**src/hw/dac_cal_pkg.sv**
```systemverilog
// Shared constants, types and state records for the dual-core calibration control
package dac_cal_pkg;
   // Register addresses on the serial port
   localparam logic [4:0] CFG_ADDR      = 5'h0E;
   localparam logic [4:0] STAT_ADDR     = 5'h0F;
   localparam logic [4:0] CTRL_ADDR     = 5'h12;
   // Configuration register fields
   localparam int         DIV_SEL_LSB   = 0;
   localparam int         CLK_EN_BIT    = 3;
   localparam int         SEL_I_BIT     = 4;
   localparam int         SEL_Q_BIT     = 5;
   // Control and status register fields
   localparam int         START_BIT     = 4;
   localparam int         UNCAL_I_BIT   = 0;
   localparam int         UNCAL_Q_BIT   = 1;
   localparam int         DONE_I_BIT    = 6;
   localparam int         DONE_Q_BIT    = 7;
   // Values after reset
   localparam logic [7:0] CFG_RESET     = 8'h00;
   localparam logic       START_RESET   = 1'b0;
   localparam logic [1:0] UNCAL_RESET   = 2'h3;
   // Divider: factor is 32 shifted left by the code, code 6 gives 2048
   localparam int         DIV_W         = 11;
   localparam int         DIV_BASE_LOG  = 5;
   localparam logic [2:0] DIV_MAX_CODE  = 3'h6;
   // Calibration length in calibration clock periods
   localparam logic [8:0] CAL_TICKS     = 9'h12C;
   // Serial frame: 8 instruction bits then 8 data bits
   localparam logic [4:0] INSTR_LAST    = 5'h07;
   localparam logic [4:0] FIRST_RD_FALL = 5'h09;
   localparam logic [4:0] FRAME_LAST    = 5'h0F;
   localparam logic [4:0] FRAME_BITS    = 5'h10;
   localparam int         CODE_W_MAX    = 14;

   typedef enum logic [2:0] {
      ENG_IDLE = 3'b001,
      ENG_RUN  = 3'b010,
      ENG_DONE = 3'b100
   } eng_state_t;

   typedef struct packed {
      eng_state_t state;
      logic [8:0] ticks;
      logic       done;
   } eng_regs_t;

   typedef struct packed {
      logic sclk;
      logic cs_n;
      logic sdio_in;
   } spi_pins_t;

   typedef struct packed {
      logic [2:0]            sclk_sync;
      logic [1:0]            cs_sync;
      logic [1:0]            sdio_sync;
      logic [4:0]            count;
      logic [15:0]           shift;
      logic [7:0]            rd_shift;
      logic                  sdio_out;
      logic                  sdio_oe;
      logic [7:0]            cfg;
      logic                  cal_start;
      logic [1:0]            uncal;
      logic [DIV_W-1:0]      div_cnt;
      logic                  cal_tick;
      logic [CODE_W_MAX-1:0] i_pos;
      logic [CODE_W_MAX-1:0] i_neg;
      logic [CODE_W_MAX-1:0] q_pos;
      logic [CODE_W_MAX-1:0] q_neg;
   } top_regs_t;
endpackage

```
**src/hw/cal_core_engine.sv**
```systemverilog
// Calibration sequencer for one DAC core
`timescale 1ns/1ps
module cal_core_engine (
   input  wire logic core_clk,
   input  wire logic rst_n,
   input  wire logic run,
   input  wire logic cal_tick,
   output logic      done
);
   import dac_cal_pkg::*;

   eng_regs_t st;
   eng_regs_t next_st;

   // Count calibration clock periods while enabled, then hold done
   always_comb begin
      next_st = st;
      case (st.state)
         ENG_IDLE: begin
            if (run) begin
               next_st.state = ENG_RUN;
               next_st.ticks = '0;
            end
         end
         ENG_RUN: begin
            // Completion wins over a stop in the same cycle; done clears a cycle later
            if (cal_tick && st.ticks == CAL_TICKS - 9'h001) begin
               next_st.state = ENG_DONE;
               next_st.done  = 1'b1;
            end else if (!run) begin
               next_st.state = ENG_IDLE;
            end else if (cal_tick) begin
               next_st.ticks = st.ticks + 9'h001;
            end
         end
         ENG_DONE: begin
            // Done holds until run drops: start bit, core select or clock enable cleared
            if (!run) begin
               next_st.state = ENG_IDLE;
               next_st.done  = 1'b0;
            end
         end
         default: begin
            next_st.state = ENG_IDLE;
            next_st.done  = 1'b0;
         end
      endcase
   end

   // State register
   always_ff @(posedge core_clk or negedge rst_n) begin
      if (!rst_n) begin
         st.state <= ENG_IDLE;
         st.ticks <= '0;
         st.done  <= 1'b0;
      end else begin
         st <= next_st;
      end
   end

   assign done = st.done;
endmodule // cal_core_engine

```
**src/hw/dac_cal_control.sv**
```systemverilog
// Self-calibration control and serial register port for a dual current-output DAC
`timescale 1ns/1ps
module dac_cal_control #(
   parameter int DATA_BITS = 14
) (
   input  wire logic                      core_clk,
   input  wire logic                      rst_n,
   input  wire dac_cal_pkg::spi_pins_t    spi_pins,
   input  wire logic [DATA_BITS-1:0]      i_code,
   input  wire logic [DATA_BITS-1:0]      q_code,
   output logic                           sdio_out,
   output logic                           sdio_oe,
   output logic [DATA_BITS-1:0]           i_positive_current_out,
   output logic [DATA_BITS-1:0]           i_negative_current_out,
   output logic [DATA_BITS-1:0]           q_positive_current_out,
   output logic [DATA_BITS-1:0]           q_negative_current_out
);
   import dac_cal_pkg::*;

   top_regs_t  st;
   top_regs_t  next_st;
   logic       i_core_cal_done;
   logic       q_core_cal_done;
   logic       run_i;
   logic       run_q;
   logic       sclk_rise;
   logic       sclk_fall;
   logic       frame_idle;
   logic       bit_rise;
   logic       read_start;
   logic       write_commit;
   logic       read_bit_fall;
   logic       cal_clk_on;
   logic [2:0] div_code;
   logic       div_wrap;
   logic [4:0] wr_addr;
   logic [7:0] wr_data;
   logic [7:0] rd_data;

   // Terminal count of the divider; codes past the top clamp to 2048
   function automatic logic [DIV_W-1:0] div_limit(input logic [2:0] code);
      logic [2:0] c;
      c = (code > DIV_MAX_CODE) ? DIV_MAX_CODE : code;
      // One less than the factor, as the count starts at zero
      return DIV_W'((32'd1 << (DIV_BASE_LOG + 32'(c))) - 32'd1);
   endfunction

   // Register read mux; unmapped addresses read zero
   function automatic logic [7:0] read_reg(input logic [4:0] addr);
      logic [7:0] v;
      v = 8'h00;
      case (addr)
         CFG_ADDR:  v = st.cfg;
         // Status is read-only; writes to it are dropped
         STAT_ADDR: begin
            v[DONE_I_BIT] = i_core_cal_done;
            v[DONE_Q_BIT] = q_core_cal_done;
         end
         CTRL_ADDR: begin
            v[START_BIT]   = st.cal_start;
            v[UNCAL_I_BIT] = st.uncal[0];
            v[UNCAL_Q_BIT] = st.uncal[1];
         end
         default:   v = 8'h00;
      endcase
      return v;
   endfunction

   // Run condition of one core; shared by both engines
   function automatic logic core_runs(input logic start, input logic sel, input logic clk_on);
      return start & sel & clk_on;
   endfunction

   // Negative side of a channel: all-ones minus the code, widened to the carrier
   function automatic logic [CODE_W_MAX-1:0] complement_code(input logic [DATA_BITS-1:0] c);
      return CODE_W_MAX'(~c);
   endfunction

   // Edges seen only on the second synchroniser stage and its delayed copy
   assign sclk_rise = st.sclk_sync[1] & ~st.sclk_sync[2];
   assign sclk_fall = ~st.sclk_sync[1] & st.sclk_sync[2];
   assign wr_addr   = st.shift[11:7];
   assign wr_data   = {st.shift[6:0], st.sdio_sync[1]};

   // A process, not an assign, so status changes reach the mux even when
   // the address bits stand still
   always_comb begin
      rd_data = read_reg({st.shift[3:0], st.sdio_sync[1]});
   end

   // Frame position; rises past the sixteenth bit are ignored
   assign frame_idle    = st.cs_sync[1];
   assign bit_rise      = sclk_rise && st.count < FRAME_BITS;
   // The read flag is the first bit in: bit 6 after seven bits, bit 14 after fifteen
   assign read_start    = bit_rise && st.count == INSTR_LAST && st.shift[6];
   assign write_commit  = bit_rise && st.count == FRAME_LAST && !st.shift[14];
   assign read_bit_fall = sclk_fall && st.sdio_oe && st.count >= FIRST_RD_FALL
                          && st.count < FRAME_BITS;

   // Divider controls
   assign cal_clk_on = st.cfg[CLK_EN_BIT];
   assign div_code   = st.cfg[DIV_SEL_LSB +: 3];
   assign div_wrap   = st.div_cnt >= div_limit(div_code);

   // A core runs only when started, selected and its clock enabled
   assign run_i = core_runs(st.cal_start, st.cfg[SEL_I_BIT], cal_clk_on);
   assign run_q = core_runs(st.cal_start, st.cfg[SEL_Q_BIT], cal_clk_on);

   // Next-state logic for the serial port, registers, divider and data path
   always_comb begin
      next_st = st;
      // Synchronisers; the logic reads the second stage, and for the clock also the third
      next_st.sclk_sync = {st.sclk_sync[1], st.sclk_sync[0], spi_pins.sclk};
      next_st.cs_sync   = {st.cs_sync[0], spi_pins.cs_n};
      next_st.sdio_sync = {st.sdio_sync[0], spi_pins.sdio_in};

      // Serial frame: instruction byte with read flag in bit 7, then one data byte
      if (frame_idle) begin
         next_st.count   = '0;
         next_st.sdio_oe = 1'b0; // Release the line between frames
      end else if (bit_rise) begin
         // Shift in one bit, MSB first
         next_st.shift = {st.shift[14:0], st.sdio_sync[1]};
         next_st.count = st.count + 5'h01;
         // Read: the first data bit goes out right after the eighth rise
         if (read_start) begin
            next_st.sdio_out = rd_data[7];
            next_st.rd_shift = {rd_data[6:0], 1'b0};
            next_st.sdio_oe  = 1'b1;
         end
         // Write: the sixteenth rise completes the data byte and commits it
         if (write_commit) begin
            case (wr_addr)
               // Top two config bits have no function and read zero
               CFG_ADDR:  next_st.cfg = {2'b00, wr_data[5:0]};
               CTRL_ADDR: begin
                  // Only an all-zero write clears the flags
                  next_st.cal_start = wr_data[START_BIT];
                  if (wr_data == 8'h00) begin
                     next_st.uncal = 2'h0;
                  end
               end
               default:   next_st.cfg = st.cfg; // Writes elsewhere are dropped
            endcase
         end
      end else if (read_bit_fall) begin
         // Shift read data out on falling edges so the master samples on rising
         next_st.sdio_out = st.rd_shift[7];
         next_st.rd_shift = {st.rd_shift[6:0], 1'b0};
      end

      // Calibration clock divider, held in reset while disabled; the count
      // restarts on every enable, so the first tick comes one full period late
      next_st.cal_tick = 1'b0;
      if (!cal_clk_on) begin
         next_st.div_cnt = '0;
      end else if (div_wrap) begin
         next_st.div_cnt  = '0;
         next_st.cal_tick = 1'b1;
      end else begin
         next_st.div_cnt = st.div_cnt + DIV_W'(1);
      end

      // Straight-binary steering; negative side carries the complement
      next_st.i_pos = CODE_W_MAX'(i_code);
      next_st.i_neg = complement_code(i_code);
      next_st.q_pos = CODE_W_MAX'(q_code);
      next_st.q_neg = complement_code(q_code);
   end

   // State register
   always_ff @(posedge core_clk or negedge rst_n) begin
      if (!rst_n) begin
         st           <= '0;
         // Select synchroniser starts at its idle level so no frame opens at release
         st.cs_sync   <= 2'h3;
         st.cfg       <= CFG_RESET;
         st.cal_start <= START_RESET;
         st.uncal     <= UNCAL_RESET;
      end else begin
         st <= next_st;
      end
   end

   // Independent engines, one per core
   cal_core_engine u_i_engine (
      .core_clk (core_clk),
      .rst_n    (rst_n),
      .run      (run_i),
      .cal_tick (st.cal_tick),
      .done     (i_core_cal_done)
   );

   // Q engine shares the tick, so both cores can run together
   cal_core_engine u_q_engine (
      .core_clk (core_clk),
      .rst_n    (rst_n),
      .run      (run_q),
      .cal_tick (st.cal_tick),
      .done     (q_core_cal_done)
   );

   // Outputs come straight from the state register
   assign sdio_out               = st.sdio_out;
   assign sdio_oe                = st.sdio_oe;
   assign i_positive_current_out = st.i_pos[DATA_BITS-1:0];
   assign i_negative_current_out = st.i_neg[DATA_BITS-1:0];
   assign q_positive_current_out = st.q_pos[DATA_BITS-1:0];
   assign q_negative_current_out = st.q_neg[DATA_BITS-1:0];
endmodule // dac_cal_control

```
**config.mk**
```make
export PLATFORM = sky130hd
export DESIGN_NAME = dac_cal_control
export DESIGN_NICKNAME = d
export VERILOG_FILES = /design/src/hw/dac_cal_pkg.sv /design/src/hw/cal_core_engine.sv /design/src/hw/dac_cal_control.sv
export SDC_FILE = /design/constraint.sdc
export NUM_CORES = 1
export LEC_CHECK = 0
export BUFFER_PORTS_ARGS = -buffer_cell sky130_fd_sc_hd__clkbuf_2
export CAP_MARGIN = 20
export CORE_MARGIN = 5
export CORE_UTILIZATION = 56
export CTS_CLUSTER_SIZE = 10
export DETAILED_ROUTE_END_ITERATION = 6
export PLACE_DENSITY = 0.79
export SLEW_MARGIN = 40
export SYNTH_ARGS = -nofsm -noshare
export SYNTH_HDL_FRONTEND = slang
export SYNTH_SLANG_ARGS = --single-unit
```
**constraint.sdc**
```tcl
create_clock -name core_clk -period 3.69 [get_ports core_clk]
set_input_delay 0 -clock core_clk [delete_from_list [all_inputs] [get_ports core_clk]]
set_output_delay 0 -clock core_clk [all_outputs]
set_load 0.05 [all_outputs]
```
==> run_results.csv <==
group,metric,value,unit
routing,via_count,4041,
job,cap_violations,0,
worst_setup_path,arrival,2790,ps
routing,drc,0,
grt,grt-ovfl-total,0,
die,rows,38,
sta,tightestPinTransition,734.4,ps
sta,max_freq,426.1,MHz
worst_setup_path,crit_path_frequent_cell,"nor3_1",
grt,grt_pass1_vias,4224,
worst_setup_path,reg2reg_depth,8,
yosys,ys_top_cells_by_area,"dfrtp_1 (55%), buf_4 (7.0%), mux2_2 (4.4%)",
cts,cts_tree,"yes",
worst_setup_path,r2r_setup_slack,1340,ps
power,p_per_area,523.6,nW/µm²
worst_setup_path,cp_cell_sequence,"nor3_1, ha_1, nand4_1, nor3_1, o41ai_2, o211ai_1, clkbuf_2, nor2_1",
finish,nFillCells,736,
placed_design,port-buffer-count,90,
yosys,syn_avg_cell_area,11.40,µm²
die,io_pins,91,
worst_setup_path,slowest_delay,470,ps
yosys,synthFlopType,"dfrtp_1",
power,clkPwrFrac,0.482,
yosys,synth_seq_cells,138,
finish,areaGrowthSynthToFinish,19.40,%
worst_setup_path,critical_path_class,"register to register",
yosys,synth_top_area_frac,0.5455,
worst_setup_path,cp_slowest_cell,"dfrtp_1",
cts,clk_path_buf_depth,2,
sta,drv_slew,0,
yosys,syn-instance-count,535,
yosys,synth_edf_count,0,
yosys,netlist_area,6101,µm²
finish,drive_above_1_share,0.2659,
power,p_int,2925,µW
sta,rsz0062_at_grt,"false",
cts,clk_pin_slew_worst_paths,60,ps
grt,grt_max_degree,108,
grt,antenna_found_initial,0,
worst_setup_path,worst_ep_required_time,4130,ps
cts,cts_inserted_buffers,17,
routing,drtAntennaViolNets,0,
sta,fin_setup_tns,0,ps
yosys,postSynth.asyncResetShare,1.000,
sta,min_period_over_period,0.6360,
yosys,synthTopCellsByCount,"dfrtp_1 (133), buf_4 (57), nor2_1 (49)",
worst_setup_path,critPathBufInv,1,
worst_setup_path,rr_startpoint,"div_code[2]",
die,die-area,13080,µm²
cts,clock-sinks,138,
cts,htreeDepth,4,
worst_hold_path,hold_class,"input port to async pin",
power,leakagePower,0.003550,µW
cts,root_buffer,"clkbuf_8",
sta,hold_violations,0,
cts,clock_latency,520,ps
grt,track_usage,0.1989,
routing,drtIter0Drc,351,
worst_setup_path,r2r_end,"st[65]",
die,start_util,0.5678,
die,die_h,114.4,µm
yosys,yosysMostFrequentCell,"dfrtp_1",
cts,cts-resized-gates,0,
power,ir_drop,0.0003336,V
routing,wirelength,12130,µm
power,p_seq_frac,0.435,
sta,fin_skew,7.743,ps
sta,slew_headroom,0.5059,
finish,antenna_cells,0,
sta,finalSetupViolCount,0,
cts,post_cts_buffers,0,
routing,via_per_inst,5.262,
power,p_sw_frac,0.2332,
placed_design,place_congestion,0.8815,
placed_design,post-dp-hpwl,7462,µm
die,die_w,114.4,µm
worst_setup_path,cpLargestDelayFamily,"compound AO/OA/AOI/OAI gates",
routing,routedWlPerCell,15.80,µm
worst_setup_path,startpoint_type,"register",
yosys,yosysWarnings,0,
worst_setup_path,crit_fanout,8,
grt,grt_pass1_wl,20490,µm
status,outcome,"finished, final reports clean",
power,p_switching,889.3,µW
finish,nets,664,
yosys,synth_top_area_cell,"dfrtp_1",
yosys,ys_types,62,
yosys,ys_seq_area_frac,0.5671,
power,comb_power_share,0.084,
routing,drtPass1Iterations,4,
power,finalPower,3814,µW
sta,finalCriticalPeriod,2347,ps
die,coreArea,10750,µm²
worst_setup_path,cp-end-kind,"register",
-- layer usage --
metal | up-vias | wire length [µm] | track usage
li1 | 1939 | - | -
met1 | 1976 | 4841 | 0.2316
met2 | 110 | 6483 | 0.3634
met3 | 16 | 656 | 0.04915
met4 | 0 | 151 | 0.05622
met5 | - | 0 | 0
-- worst register-to-register path: stages (launching register included) --
cell and delay, ps:
dfrtp_1 470, nor3_1 270, ha_1 310, nand4_1 110, nor3_1 70, o41ai_2 430, o211ai_1 250, clkbuf_2 230
nor2_1 140
-- kinds of logic (layout without fill, tap and decap cells) --
| group | count (synthesis) | in the layout | synth area share |
|---|---|---|---|
| and+or+nand+nor | 162 | 162 | 0.1491 |
| other | 1 | 2 | 0.0006147 |
| DFF | 138 | 138 | 0.5671 |
| muxes | 24 | 24 | 0.04430 |
| adders and majority gates | 15 | 15 | 0.03076 |
| xor gates and xnor gates | 21 | 21 | 0.03015 |
| AOI/OAI and AO/OA | 68 | 68 | 0.07506 |
| buffers and inverters | 106 | 198 | 0.1030 |
-- per-stage QoR --
stage               setup WS (ps)  utilization  std cells  area (µm²)  hold WS (ps)
floorplan                    1865            -        536        6105        -295.6
global placement             1542       0.5838        703        6274         90.47
detailed placement           1407       0.5842        703        6277         88.88
CTS                          1268       0.6743        766        7246         95.99
global route                 1167       0.6779        768        7284         37.75
finish                       1343       0.6779        768        7284        0.6739
-- cell usage in the layout, fill, tap and decap left out, types with 10 or more instances in the layout --
master and n:
nor2_1 49, mux2_2 24, clkbuf_2 90, nand3_1 20, ha_1 15, nand4_1 10
dlygate4sd3_1 32, o21ai_0 16, clkbuf_16 16, xor2_1 16, nand2_1 21, dfrtp_1 133
inv_1 42, a21oi_1 20
-- sequential cells by signal (all words and copies together) (netlist names), 3 cells and up --
| register | flops |
|---|---|
| q_positive_current_out | 14 |
| next_st | 4 |
| st | 45 |
| div_code | 3 |
| u_q_engine.st | 12 |
| q_negative_current_out | 14 |
| u_i_engine.st | 12 |
| i_negative_current_out | 14 |
| i_positive_current_out | 14 |
-- power by group through the flow --
stage	clock network [µW]	logic (µW)	registers [µW]
6_report	1840	319	1660
2_1_floorplan	0	243	1660
4_1_cts	1860	318	1660
5_1_grt	1950	347	1670
3_3_place_gp	0	280	1680
3_5_place_dp	0	290	1680
-- worst max path at each step --
stage	start	end	slack, ps	cells after the start
after global placement	div_code[2]	st[65]	1540	7
after CTS	div_code[2]	st[65]	1270	7
final	div_code[2]	st[65]	1340	8
after global routing	div_code[2]	st[67]	1170	8
after detailed placement	div_code[2]	st[65]	1410	7
after floorplan	div_code[2]	st[59]	1870	8
-- cell type report --
| cell class | instances | area [µm²] | area share |
|---|---|---|---|
| repair buffers | 125 | 820.8 | 0.1127 |
| flip-flops and latches | 138 | 3460 | 0.4749 |
| clock buffers | 21 | 459.2 | 0.06304 |
| clock inverters | 10 | 188.9 | 0.02594 |
| multi-input cells | 292 | 2023 | 0.2777 |
| inverters | 42 | 157.7 | 0.02164 |
| well taps | 140 | 175.2 | 0.02405 |
-- repair_timing --
item | 4_1_cts | 5_1_grt
endpoints found under the hold margin | 165 | 0
setup endpoints to repair | 0 | 0
hold buffers | 32 | 0
No activity file was read; power rests on OpenSTA's default activity.
